## config.mk

```make
export PLATFORM = sky130hd
export DESIGN_NAME = rtc_top
export DESIGN_NICKNAME = d
export VERILOG_FILES = /design/src/hw/rtc_pkg.sv /design/src/hw/rtc_clk_sel.sv /design/src/hw/rtc_top.sv
export VERILOG_INCLUDE_DIRS = /design/src /design/src/hw
export SDC_FILE = /design/constraint.sdc
export NUM_CORES = 1
export LEC_CHECK = 0
export ABC_AREA = 0
export BUFFER_PORTS_ARGS = -buffer_cell sky130_fd_sc_hd__buf_2
export CORE_MARGIN = 1.5
export CORE_UTILIZATION = 50
export CTS_BUF_LIST = sky130_fd_sc_hd__clkbuf_8
export DETAILED_ROUTE_END_ITERATION = 12
export MAX_ROUTING_LAYER = met4
export PLACE_DENSITY = 0.72
export REMOVE_ABC_BUFFERS = 1
export SYNTH_ARGS = -nofsm -noshare
export SYNTH_HDL_FRONTEND = slang
export SYNTH_HIERARCHICAL = 1
export SYNTH_SLANG_ARGS = --single-unit
export TNS_END_PERCENT = 50
```

## constraint.sdc

```tcl
create_clock -name CLK_IN -period 4.69 [get_ports CLK_IN]
set_clock_uncertainty 0.15 [all_clocks]
set_input_delay 0 -clock CLK_IN [delete_from_list [all_inputs] [get_ports CLK_IN]]
set_output_delay 0 -clock CLK_IN [all_outputs]
set_load 0.005 [all_outputs]
```

## src/hw/rtc_defs.svh

```systemverilog
// constants for the real-time clock with backup store
// assumes inclusion by the package and the design modules
`ifndef RTC_DEFS_SVH
`define RTC_DEFS_SVH
`define RTC_CNT_W        32
`define RTC_PRE_W        20
`define RTC_PRE_RESET    20'h07FFF
`define RTC_HSE_DIV      128
`define RTC_HSE_DIV_W    7
`define RTC_CAL_DIV      64
`define RTC_CAL_DIV_W    6
`define RTC_BKP_NUM      42
`define RTC_BKP_W        16
`define RTC_BKP_IDX_W    6
`define RTC_SRC_LSE      2'h1
`define RTC_SRC_LSI      2'h2
`define RTC_SRC_HSE      2'h3
`endif

```

## src/hw/rtc_pkg.sv

```systemverilog
// types shared by the real-time clock files
// assumes rtc_defs.svh on the include path
`include "rtc_defs.svh"
package rtc_pkg;
  typedef enum logic [1:0]
  {
    SRC_NONE = 2'b00,
    SRC_LSE  = 2'b01,
    SRC_LSI  = 2'b10,
    SRC_HSE  = 2'b11
  } clk_src_e;
  typedef struct packed
  {
    logic alarm;
    logic tick;
  } rtc_flags_s;
endpackage

```

## src/hw/rtc_clk_sel.sv

```systemverilog
// clock source selection and edge detection for the real-time clock
// assumes slow clocks arrive as pins far below the 40 MHz system clock
`timescale 1ns/10ps
`include "rtc_defs.svh"
module rtc_clk_sel
  import rtc_pkg::*;
(
  input  wire logic     clk_in,
  input  wire logic     reset_n_in,
  input  wire logic     lse_in,
  input  wire logic     lsi_in,
  input  wire logic     hse_in,
  input  wire clk_src_e src_in,
  output logic          src_tick_out
);
  logic [2:0] lse_q, lse_d, lsi_q, lsi_d, hse_q, hse_d;
  logic [2:0] agreed_q, agreed_d; // per pin {hse, lsi, lse}: level last agreed by stages two and three
  logic [`RTC_HSE_DIV_W-1:0] hdiv_q, hdiv_d;
  logic lse_rise, lsi_rise, hse_rise, hse_div_tick;

  // three-stage synchronisers; a level counts once stages two and three agree,
  // so a pin edge close to the clock edge cannot give two ticks
  always_comb
  begin
    lse_d = {lse_q[1:0], lse_in};
    lsi_d = {lsi_q[1:0], lsi_in};
    hse_d = {hse_q[1:0], hse_in};
    agreed_d[0] = (lse_q[1] == lse_q[2]) ? lse_q[2] : agreed_q[0];
    agreed_d[1] = (lsi_q[1] == lsi_q[2]) ? lsi_q[2] : agreed_q[1];
    agreed_d[2] = (hse_q[1] == hse_q[2]) ? hse_q[2] : agreed_q[2];
    lse_rise = lse_q[1] & lse_q[2] & ~agreed_q[0];
    lsi_rise = lsi_q[1] & lsi_q[2] & ~agreed_q[1];
    hse_rise = hse_q[1] & hse_q[2] & ~agreed_q[2];
    hse_div_tick = hse_rise && (hdiv_q == `RTC_HSE_DIV_W'(`RTC_HSE_DIV - 1));
    hdiv_d = hse_rise ? hdiv_q + `RTC_HSE_DIV_W'(1) : hdiv_q; // divide by 128
    case (src_in)
      SRC_LSE: src_tick_out = lse_rise;
      SRC_LSI: src_tick_out = lsi_rise;
      SRC_HSE: src_tick_out = hse_div_tick;
      default: src_tick_out = 1'b0;
    endcase
  end

  always_ff @(posedge clk_in or negedge reset_n_in)
  begin
    if (!reset_n_in)
    begin
      lse_q  <= 3'h0;
      lsi_q  <= 3'h0;
      hse_q  <= 3'h0;
      hdiv_q <= '0;
      agreed_q <= 3'h0; // idle pins are low, so no false edge after reset
    end
    else
    begin
      lse_q  <= lse_d;
      lsi_q  <= lsi_d;
      hse_q  <= hse_d;
      hdiv_q <= hdiv_d;
      agreed_q <= agreed_d;
    end
  end
endmodule

```

## src/hw/rtc_top.sv

```systemverilog
// real-time clock: prescaler, 32-bit counter, alarm, flags, backup store
// assumes one 40 MHz clock; slow clocks and low-power states arrive as pins
// Behaviour
// - 32-bit counter, alarm on compare match
// - 20-bit prescaler, reset gives one second
// - source: low-speed crystal, RC, fast/128
// - drives 512 Hz calibration output
// - alarm and periodic tick interrupts
// - forty-two 16-bit backup registers
// - backup contents survive every reset
// - keeps running in Stop and Standby
// - alarm routed to external event line
// - alarm causes exit from Standby
`timescale 1ns/10ps
`include "rtc_defs.svh"
module rtc_top
  import rtc_pkg::*;
#(
  parameter int CNT_W = `RTC_CNT_W,
  parameter int PRE_W = `RTC_PRE_W
)
(
  input  wire logic             CLK_IN,
  input  wire logic             RESET_N_IN,
  input  wire logic             BKP_RESET_N_IN,
  input  wire logic             LSE_CLK_IN,
  input  wire logic             LSI_CLK_IN,
  input  wire logic             HIGH_SPEED_EXTERNAL_CLOCK_IN,
  input  wire clk_src_e         CLK_SRC_IN,
  input  wire logic             STOP_IN,
  input  wire logic             STANDBY_IN,
  input  wire logic [PRE_W-1:0] PRE_RELOAD_IN,
  input  wire logic             PRE_LOAD_IN,
  input  wire logic [CNT_W-1:0] CNT_WDATA_IN,
  input  wire logic             CNT_LOAD_IN,
  input  wire logic [CNT_W-1:0] ALARM_WDATA_IN,
  input  wire logic             ALARM_LOAD_IN,
  input  wire rtc_flags_s       FLAG_CLR_IN,
  input  wire rtc_flags_s       IRQ_MASK_IN,
  input  wire logic             CAL_EN_IN,
  input  wire logic             BKP_WE_IN,
  input  wire logic [5:0]       BKP_ADDR_IN,
  input  wire logic [15:0]      BKP_WDATA_IN,
  output logic [CNT_W-1:0]      COUNT_OUT,
  output rtc_flags_s            FLAGS_OUT,
  output logic                  ALARM_IRQ_OUT,
  output logic                  TICK_IRQ_OUT,
  output logic                  CAL_OUT,
  output logic                  EXTERNAL_EVENT_LINE_OUT,
  output logic                  STANDBY_EXIT_OUT,
  output logic [15:0]           BKP_RDATA_OUT
);
  logic                      src_tick;
  logic [PRE_W-1:0]          pre_q, pre_d, reload_q, reload_d;
  logic [CNT_W-1:0]          cnt_q, cnt_d, alarm_q, alarm_d;
  rtc_flags_s                flags_q, flags_d;
  logic [`RTC_CAL_DIV_W-1:0] cal_q, cal_d;
  logic                      cal_out_q, cal_out_d, base_tick, match;
  logic                      evt_q, evt_d, sbx_q, sbx_d;
  logic [`RTC_BKP_W-1:0]     bkp_q [`RTC_BKP_NUM];
  logic [`RTC_BKP_W-1:0]     rdata_q;

  rtc_clk_sel u_sel
  (
    .clk_in       (CLK_IN),
    .reset_n_in   (RESET_N_IN),
    .lse_in       (LSE_CLK_IN),
    .lsi_in       (LSI_CLK_IN),
    .hse_in       (HIGH_SPEED_EXTERNAL_CLOCK_IN),
    .src_in       (CLK_SRC_IN),
    .src_tick_out (src_tick)
  );

  // time base, counter, alarm and flags; low-power pins never gate this
  always_comb
  begin
    base_tick = src_tick && (pre_q == '0);
    reload_d  = PRE_LOAD_IN ? PRE_RELOAD_IN : reload_q;
    pre_d     = pre_q;
    if (PRE_LOAD_IN)
      pre_d = PRE_RELOAD_IN;
    else if (src_tick)
      pre_d = (pre_q == '0) ? reload_q : pre_q - PRE_W'(1);
    cnt_d = cnt_q;
    if (CNT_LOAD_IN)
      cnt_d = CNT_WDATA_IN;
    else if (base_tick)
      cnt_d = cnt_q + CNT_W'(1);
    alarm_d = ALARM_LOAD_IN ? ALARM_WDATA_IN : alarm_q;
    match   = base_tick && !CNT_LOAD_IN && (cnt_d == alarm_q);
    // set wins over a clear in the same cycle
    flags_d.alarm = match | (flags_q.alarm & ~FLAG_CLR_IN.alarm);
    flags_d.tick  = base_tick | (flags_q.tick & ~FLAG_CLR_IN.tick);
    evt_d = match;
    sbx_d = match && STANDBY_IN;
    // 512 Hz from a 32.768 kHz source: toggle every 32 source ticks
    cal_d     = cal_q;
    cal_out_d = cal_out_q;
    if (!CAL_EN_IN)
    begin
      cal_d     = '0;
      cal_out_d = 1'b0;
    end
    else if (src_tick)
    begin
      cal_d = cal_q + `RTC_CAL_DIV_W'(2);
      if (cal_q == `RTC_CAL_DIV_W'(`RTC_CAL_DIV - 2))
        cal_out_d = ~cal_out_q;
    end
  end

  always_ff @(posedge CLK_IN or negedge RESET_N_IN)
  begin
    if (!RESET_N_IN)
    begin
      pre_q     <= `RTC_PRE_RESET;
      reload_q  <= `RTC_PRE_RESET;
      cnt_q     <= '0;
      alarm_q   <= '1;
      flags_q   <= '0;
      cal_q     <= '0;
      cal_out_q <= 1'b0;
      evt_q     <= 1'b0;
      sbx_q     <= 1'b0;
    end
    else
    begin
      pre_q     <= pre_d;
      reload_q  <= reload_d;
      cnt_q     <= cnt_d;
      alarm_q   <= alarm_d;
      flags_q   <= flags_d;
      cal_q     <= cal_d;
      cal_out_q <= cal_out_d;
      evt_q     <= evt_d;
      sbx_q     <= sbx_d;
    end
  end

  // interrupts gated per source by mask
  assign ALARM_IRQ_OUT           = flags_q.alarm & IRQ_MASK_IN.alarm;
  assign TICK_IRQ_OUT            = flags_q.tick & IRQ_MASK_IN.tick;
  assign COUNT_OUT               = cnt_q;
  assign FLAGS_OUT               = flags_q;
  assign CAL_OUT                 = cal_out_q;
  assign EXTERNAL_EVENT_LINE_OUT = evt_q;
  assign STANDBY_EXIT_OUT        = sbx_q;
  assign BKP_RDATA_OUT           = rdata_q;

  // backup store: no reset at all, so no system reset can clear it
  genvar gi;
  generate
    for (gi = 0; gi < `RTC_BKP_NUM; gi++)
    begin : g_bkp
      always_ff @(posedge CLK_IN)
      begin
        if (BKP_WE_IN && BKP_ADDR_IN == 6'(gi))
          bkp_q[gi] <= BKP_WDATA_IN;
      end
    end
  endgenerate

  // registered read; unmapped index reads zero; backup-domain reset only
  always_ff @(posedge CLK_IN or negedge BKP_RESET_N_IN)
  begin
    if (!BKP_RESET_N_IN)
      rdata_q <= '0;
    else
      rdata_q <= (BKP_ADDR_IN < 6'(`RTC_BKP_NUM)) ? bkp_q[BKP_ADDR_IN] : '0;
  end

  // checks on flags, events and the counting path
  a_alarm_irq: assert property (@(posedge CLK_IN) disable iff (!RESET_N_IN)
    match && IRQ_MASK_IN.alarm |=> ALARM_IRQ_OUT || !IRQ_MASK_IN.alarm)
    else $error("alarm irq not raised");
  a_alarm_event: assert property (@(posedge CLK_IN) disable iff (!RESET_N_IN)
    match |=> EXTERNAL_EVENT_LINE_OUT && flags_q.alarm)
    else $error("alarm event missing");
  a_count_step: assert property (@(posedge CLK_IN) disable iff (!RESET_N_IN)
    base_tick && !CNT_LOAD_IN |=> COUNT_OUT == $past(cnt_q) + CNT_W'(1))
    else $error("counter did not step");
  a_count_hold: assert property (@(posedge CLK_IN) disable iff (!RESET_N_IN)
    !base_tick && !CNT_LOAD_IN |=> $stable(COUNT_OUT))
    else $error("counter moved without tick");
  a_tick_flag: assert property (@(posedge CLK_IN) disable iff (!RESET_N_IN)
    base_tick |=> flags_q.tick)
    else $error("tick flag not set");
  a_flag_sticky: assert property (@(posedge CLK_IN) disable iff (!RESET_N_IN)
    flags_q.tick && !FLAG_CLR_IN.tick |=> flags_q.tick)
    else $error("tick flag dropped");
  a_standby_exit: assert property (@(posedge CLK_IN) disable iff (!RESET_N_IN)
    match && STANDBY_IN |=> STANDBY_EXIT_OUT)
    else $error("standby exit missing");
  a_pre_reload: assert property (@(posedge CLK_IN) disable iff (!RESET_N_IN)
    src_tick && pre_q == '0 && !PRE_LOAD_IN |=> pre_q == $past(reload_q))
    else $error("prescaler reload wrong");

  // loads, clears and the prescaler step
  a_pre_count: assert property (@(posedge CLK_IN) disable iff (!RESET_N_IN)
    src_tick && pre_q != '0 && !PRE_LOAD_IN |=> pre_q == $past(pre_q) - PRE_W'(1))
    else $error("prescaler did not step");
  a_load_wins: assert property (@(posedge CLK_IN) disable iff (!RESET_N_IN)
    CNT_LOAD_IN |=> COUNT_OUT == $past(CNT_WDATA_IN) && !EXTERNAL_EVENT_LINE_OUT)
    else $error("counter load lost");
  a_alarm_clear: assert property (@(posedge CLK_IN) disable iff (!RESET_N_IN)
    FLAG_CLR_IN.alarm && !match |=> !flags_q.alarm)
    else $error("alarm flag not cleared");
  a_tick_clear: assert property (@(posedge CLK_IN) disable iff (!RESET_N_IN)
    FLAG_CLR_IN.tick && !base_tick |=> !flags_q.tick)
    else $error("tick flag not cleared");

  // low-power pins, wake outputs and calibration
  a_lowpower_run: assert property (@(posedge CLK_IN) disable iff (!RESET_N_IN)
    (STOP_IN || STANDBY_IN) && base_tick && !CNT_LOAD_IN |=> COUNT_OUT == $past(cnt_q) + CNT_W'(1))
    else $error("counter halted in low power");
  a_exit_qualified: assert property (@(posedge CLK_IN) disable iff (!RESET_N_IN)
    !STANDBY_IN |=> !STANDBY_EXIT_OUT)
    else $error("standby exit outside standby");
  a_event_pulse: assert property (@(posedge CLK_IN) disable iff (!RESET_N_IN)
    EXTERNAL_EVENT_LINE_OUT |=> !EXTERNAL_EVENT_LINE_OUT)
    else $error("event line longer than a pulse");
  a_cal_idle: assert property (@(posedge CLK_IN) disable iff (!RESET_N_IN)
    !CAL_EN_IN |=> !CAL_OUT)
    else $error("calibration output while disabled");
endmodule
```

==> results of run 1 <==
sequential cells by signal, summed over array words and instances (netlist names):
register / cells
bkp_q: 672
COUNT_OUT: 32
alarm_q: 32
pre_q: 20
reload_q: 20
BKP_RDATA_OUT: 16
u_sel/hdiv_q: 7
cal_q: 5
u_sel/agreed_q: 3
u_sel/hse_q: 3
u_sel/lse_q: 3
u_sel/lsi_q: 3
FLAGS_OUT: 2
CAL_OUT: 1
EXTERNAL_EVENT_LINE_OUT: 1
STANDBY_EXIT_OUT: 1
per-layer routing:
layer | track usage | up-vias
met5 | - | -
met4 | 0.104 | 0
met3 | 0.0606 | 193
met2 | 0.435 | 889
met1 | 0.321 | 10600
li1 | - | 8887
report_power, final:
part           leakage (nW)  switching (mW)  internal (mW)
registers              7.77           0.170           8.11
logic                  5.58           0.694          0.674
clock network          1.44            2.84           2.95
logic make-up (layout without fill, tap and decap cells):
kind of cell    count (synthesis)  in the layout  synth area share
fa+ha+maj                       8              8           0.00294
mux                           265            265             0.150
buf+inv                       162            837            0.0197
other cells                     0              2                 0
xor+xnor                       68             68            0.0191
flops                         821            821             0.704
compound gates                232            232            0.0424
simple gates                  396            396            0.0624
layout make-up:
type	instances	area (um2)
Clock buffer	146	2010
Timing Repair Buffer	563	4660
Fill cell	4590	25400
Inverter	45	169
Antenna cell	2	5.00
Clock inverter	83	454
Sequential cell	821	24000
Tap cell	873	1090
Multi-Input combinational cell	969	9480
through the flow:
stage | util | instances | power (mW) | area (um2) | setup TNS (ns)
floorplan | - | 1835 | 8.91 | 33600 | -0.784
global placement | 0.538 | 2957 | 9.47 | 36200 | 0
detailed placement | 0.538 | 2957 | 9.50 | 36200 | 0
CTS | 0.622 | 3500 | 15.5 | 41800 | 0
global route | 0.622 | 3502 | 16.0 | 41900 | 0
finish | 0.622 | 3502 | 15.4 | 41900 | 0
cell usage after synthesis (21+ instances only):
cell type / number / area (um2)
mux2i_1: 38 / 380
mux2_2: 35 / 394
nand3_1: 21 / 105
a21oi_1: 59 / 295
nand2_1: 103 / 387
mux4_2: 192 / 4320
nor2b_1: 24 / 150
inv_1: 45 / 169
xnor2_1: 44 / 385
buf_1: 21 / 78.8
nand4_1: 24 / 150
clkbuf_1: 77 / 289
o21ai_0: 84 / 420
nor2_1: 98 / 368
edfxtp_1: 672 / 20200
dfrtp_1: 87 / 2180
dfstp_2: 62 / 1630
nor3_1: 24 / 120
timing repair:
item,CTS,global route
resized for setup,0,3
endpoints found under the hold margin,1267,0
endpoints found under the setup margin,0,2
hold buffers,314,0
worst max-delay path: cells and delay by family, from the launching register on:
family	cells	cell delay, ns
simple gates	6	1.76
compound gates	4	1.13
buf+inv	2	0.89
flops	1	0.35
fa+ha+maj	1	0.15
how the worst max path moves through the flow:
| stage | end | start | cells after the start |
|---|---|---|---|
| 2_1_floorplan | FLAGS_OUT[1] | u_sel/hse_q[1] | 11 |
| 3_3_place_gp | FLAGS_OUT[1] | u_sel/hse_q[1] | 12 |
| 3_5_place_dp | FLAGS_OUT[1] | u_sel/hse_q[1] | 12 |
| 4_1_cts | FLAGS_OUT[1] | u_sel/hse_q[1] | 13 |
| 5_1_grt | FLAGS_OUT[1] | u_sel/hse_q[1] | 13 |
| 6_report | FLAGS_OUT[1] | u_sel/hse_q[1] | 13 |
==> results.md, run 1 <==
* Status: complete, no violations
* Post-synthesis sequential area ratio at 0.704
* Reg2Reg Depth at 13
* NumNets Final at 2668
* M1 wire length at 34200 um
* Mapped Cells at 1952
* TritonRoute pass-1 iters at 6
* Postcts setup bufs at 0
* Hold Path Class: in -> out
* Setup slack on the worst flop-to-flop path at 0.17 ns
* Highest routed layer: met4
* Crit Path Class: reg -> reg
* Slew Viols, Final at 0
* P_leak at 14.8 nW
* GP Congestion at 0.905
* Number of top-level pins at 180
* Syn_area_per_cell at 17.5 um2
* Main flop type after synthesis: edfxtp_1
* CP startpoint kind: register
* F_max at 221 MHz
* Full die area at 69700 um2
* Vias in the first global route at 22.1k
* Crit share post-route at 0.963
* Hold path cells at 3
* Worst hold slack at 0.127 ns
* Maximum VDD drop at 0.287 mV
* DIE HEIGHT at 264 um
* Final Worst Setup Slack at 0.174 ns
* CTS tree: done
* Routed Antenna Nets at 0
* Crit-path cells: ha_1, nor2b_4, nand4_2, o21ai_4, buf_6, nand4_1, a31oi_1, or4b_1, or4_1, a2111oi_4, nand4_2, o32ai_1, dlygate4sd3_1
* Largest net degree at the start of global routing at 81
* Total GRT Usage at 0.265
* CTS Buf Count at 135
* First-pass GRT wire length at 133000 um
* Crit-path most repeated cell: nand4_2
* Worst slack at placement at 0.572 ns
* PortBufs at 178
* Most frequent cells in the layout: edfxtp_1, dlygate4sd3_1, mux4_2
* Rows at 95
* Worst path max stage delay at 0.59 ns
* Clock Tree Root: clkbuf_8
* Synth unique cells at 73
* Asr flop ratio synth at 0.181
* H-Tree Depth at 4
* Final HPWL DP at 49300 um
* Crit Path Max Fanout at 27
* Max cap viols at 0
* Pwr Density at 369 nW/um2
* Initial antenna violation count at 2
* Post-synth EDFFs at 672
* Register bit total from synthesis at 821
* Clock Sinks at 821
* Die X at 264 um
* Initial core utilization at 0.507
* Hold Path Sink: TICK_IRQ_OUT
* Layout cells sized above 1 at 0.283
* DR iter-0 viols at 2329
* Post-DR wirelength/cell at 25.2 um
* Max Root-Sink Buffers at 3
* R2R Path Start: u_sel/hse_q[1]
* Area added between synthesis and finish at 22.8%
* Slowest CP cell: dlygate4sd3_1
* Clk_lat worst skew at 0.82 ns
* Yosys warns at 6
* Core area at 67300 um2
* Vias per cell at 5.89
* Mapped cell area at 34100 um2
* GRT overflow at 0
* Commonest non-fill, non-tap cell in the layout: edfxtp_1
* Endpoint class of the critical path: register
* Clock transition at the registers of the reported paths at 0.06 ns
* Met3 WL at 6470 um
* Unrepaired setup endpoints after global routing: no
* Reg2reg end: FLAGS_OUT[1]
* Met2 wire len at 44800 um
* Final wirelength at 88200 um
* Worst Path Required at 5.28 ns
* Setup violators final at 0
* Worst-margin pin slew at 1.08 ns
* Routed vias at 20.6k
* DRC viols at 0
* Slew HR at 0.279
* Fin. Hold Viols at 0
* Minimum clock period at 4.52 ns
* Hold path startpoint: IRQ_MASK_IN[0]
* WP data arrival at 5.11 ns
No activity file was read; power rests on OpenSTA's default activity.
==> run 2, diff against run 1 <==
RECOVER_POWER = 25   (was default)
==> run 2 against run 1 <==
The run now ends with max-capacitance violations, max-slew violations left; via count is essentially flat; flip-flop and latch count is the same; global-route usage is the same; maximum frequency grew 0.13%; final cell count is the same; power is essentially flat; critical endpoint unchanged.
==> results.md, run 2 (synthesis gave the netlist of run 1 again) <==
* Max Root-Sink Buffers at 3 (unchanged)
* Worst-margin pin slew at 2.28 ns (+1.20 ns)
* Max FFs per register at 672 (unchanged)
* Commonest non-fill, non-tap cell in the layout: edfxtp_1
* Crit share post-route at 0.962 (-0.00125)
* Vias per cell at 5.89 (about the same)
* Slew HR at -0.517 (-0.796)
* First-pass GRT wire length at 133000 um (unchanged)
* Worst hold slack at 0.127 ns (-0.000338 ns)
* Post-DR wirelength/cell at 25.1 um (-0.19%)
* Crit Path Class: reg -> reg
* Initial antenna violation count at 2 (unchanged)
* Worst Path Required at 5.29 ns (about the same)
* Routed vias at 20.6k (+0.029%)
* Core area at 67300 um2 (unchanged)
* Maximum VDD drop at 0.287 mV (about the same)
* Endpoint class of the critical path: register
* NumNets Final at 2668 (unchanged)
* Clock transition at the registers of the reported paths at 0.06 ns (about the same)
* Fin util at 0.622 (about the same)
* PortBufs at 178 (unchanged)
* Rows at 95 (unchanged)
* Final Worst Setup Slack at 0.180 ns (+0.00586 ns)
* Minimum clock period at 4.51 ns (-0.00586 ns)
* P_leak at 14.7 nW (-0.28%)
* TritonRoute pass-1 iters at 7 (+1)
* GRT overflow at 0 (unchanged)
* Full die area at 69700 um2 (unchanged)
* Clock Tree Root: clkbuf_8
* Pwr Density at 369 nW/um2 (+0.15%)
* Hold path cells at 3 (unchanged)
* Largest Register: bkp_q
* Unrepaired setup endpoints after global routing: no
* Clk_lat worst skew at 0.83 ns (about the same)
* Fillers at 4596 (+0.13%)
* Area added between synthesis and finish at 22.8% (about the same)
* Final wirelength at 88100 um (-0.19%)
* Hold Path Class: in -> out
* DRC viols at 0 (unchanged)
* Fin. Hold Viols at 0 (unchanged)
* F_max at 222 MHz (+0.13%)
* Die X at 264 um (unchanged)
* Crit Path Max Fanout at 27 (unchanged)
* WP data arrival at 5.11 ns (about the same)
* GP Congestion at 0.905 (unchanged)
* Design Power at 15.5 mW (about the same)
* Reg2Reg Depth at 13 (unchanged)
* Final HPWL DP at 49300 um (unchanged)
* DR iter-0 viols at 2307 (-0.94%)
* CTS Buf Count at 135 (unchanged)
* Setup violators final at 0 (unchanged)
* DIE HEIGHT at 264 um (unchanged)
* Total GRT Usage at 0.265 (unchanged)
* Number of top-level pins at 180 (unchanged)
* CP startpoint kind: register
* Largest net degree at the start of global routing at 81 (unchanged)
* Slew Viols, Final at 591 (+591)
* Clock Sinks at 821 (unchanged)
* Most frequent cells in the layout: edfxtp_1, dlygate4sd3_1, mux4_2
* Layout cells sized above 1 at 0.278 (-0.00533)
* Max cap viols at 14 (+14)
* Worst slack at placement at 0.572 ns (unchanged)
* Vias in the first global route at 22.1k (unchanged)
* H-Tree Depth at 4 (unchanged)
* CTS tree: done
* Status: complete, but fails checks
* Failing checks: max-capacitance violations, max-slew violations
* Routed Antenna Nets at 0 (unchanged)
* Initial core utilization at 0.507 (unchanged)
-- run 2: cell count changes in the layout (fill, tap and decap cells not counted), sizes merged --
| cell | previous run | this run |
|---|---|---|
| buf | 250 | 236 |
| clkbuf | 146 | 160 |
-- run 2: power breakdown --
| part | leakage [nW] | total (mW) | switching, mW | internal [mW] |
|---|---|---|---|---|
| clock network | 1.44 | 5.80 | 2.85 | 2.95 |
| logic | 5.54 | 1.37 | 0.694 | 0.672 |
| registers | 7.77 | 8.28 | 0.170 | 8.11 |
-- run 2: what timing repair did --
item,4_1_cts,5_1_grt
hold endpoints to repair,1267,0
setup endpoints to repair,0,2
hold buffers,314,0
resized for setup,0,3
setup buffers,0,0
-- run 2: final timing paths --
check	from	to	slack, ns
max	u_sel/hse_q[1]	FLAGS_OUT[1]	0.18
min in group asynchronous	BKP_RESET_N_IN	BKP_RDATA_OUT[15]	0.26
min reg2reg	u_sel/lsi_q[0]	u_sel/lsi_q[1]	0.20
max in group asynchronous	RESET_N_IN	cal_q[2]	1.93
min	IRQ_MASK_IN[0]	TICK_IRQ_OUT	0.13
max reg2reg	u_sel/hse_q[1]	FLAGS_OUT[1]	0.18
-- run 2: critical path, cell delays in order, from the launching register on --
cell           delay (ns)
dfrtp_1              0.35
ha_1                 0.15
nor2b_4              0.22
nand4_2              0.17
o21ai_4              0.35
buf_6                0.31
nand4_1              0.13
a31oi_1              0.19
or4b_1               0.44
or4_1                0.55
a2111oi_4            0.24
nand4_2              0.24
o32ai_1              0.35
dlygate4sd3_1        0.59
-- run 2: stage by stage --
stage | cells | setup TNS [ns] | instance area, um2
5_1_grt | 3502 | 0 | 41800
3_5_place_dp | 2957 | 0 | 36200
4_1_cts | 3500 | 0 | 41800
6_report | 3502 | 0 | 41800
3_3_place_gp | 2957 | 0 | 36200
2_1_floorplan | 1835 | -0.784 | 33600
-- run 2: layout make-up --
cell class                      instances  area (um2)  area share
Sequential cell                       821       24000       0.573
Multi-Input combinational cell        969        9480       0.227
Clock buffer                          146        2010      0.0480
Clock inverter                         83         454      0.0109
Tap cell                              873        1090      0.0261
Timing Repair Buffer                  563        4640       0.111
Inverter                               45         169     0.00404
Antenna cell                            2        5.00    0.000120
-- run 2: per-layer routing --
layer	part of all wire	GRT usage	up-vias
li1	-	-	8888
met1	0.39	0.321	10600
met2	0.51	0.435	968
met3	0.076	0.0606	206
met4	0.032	0.104	0
met5	0	-	-
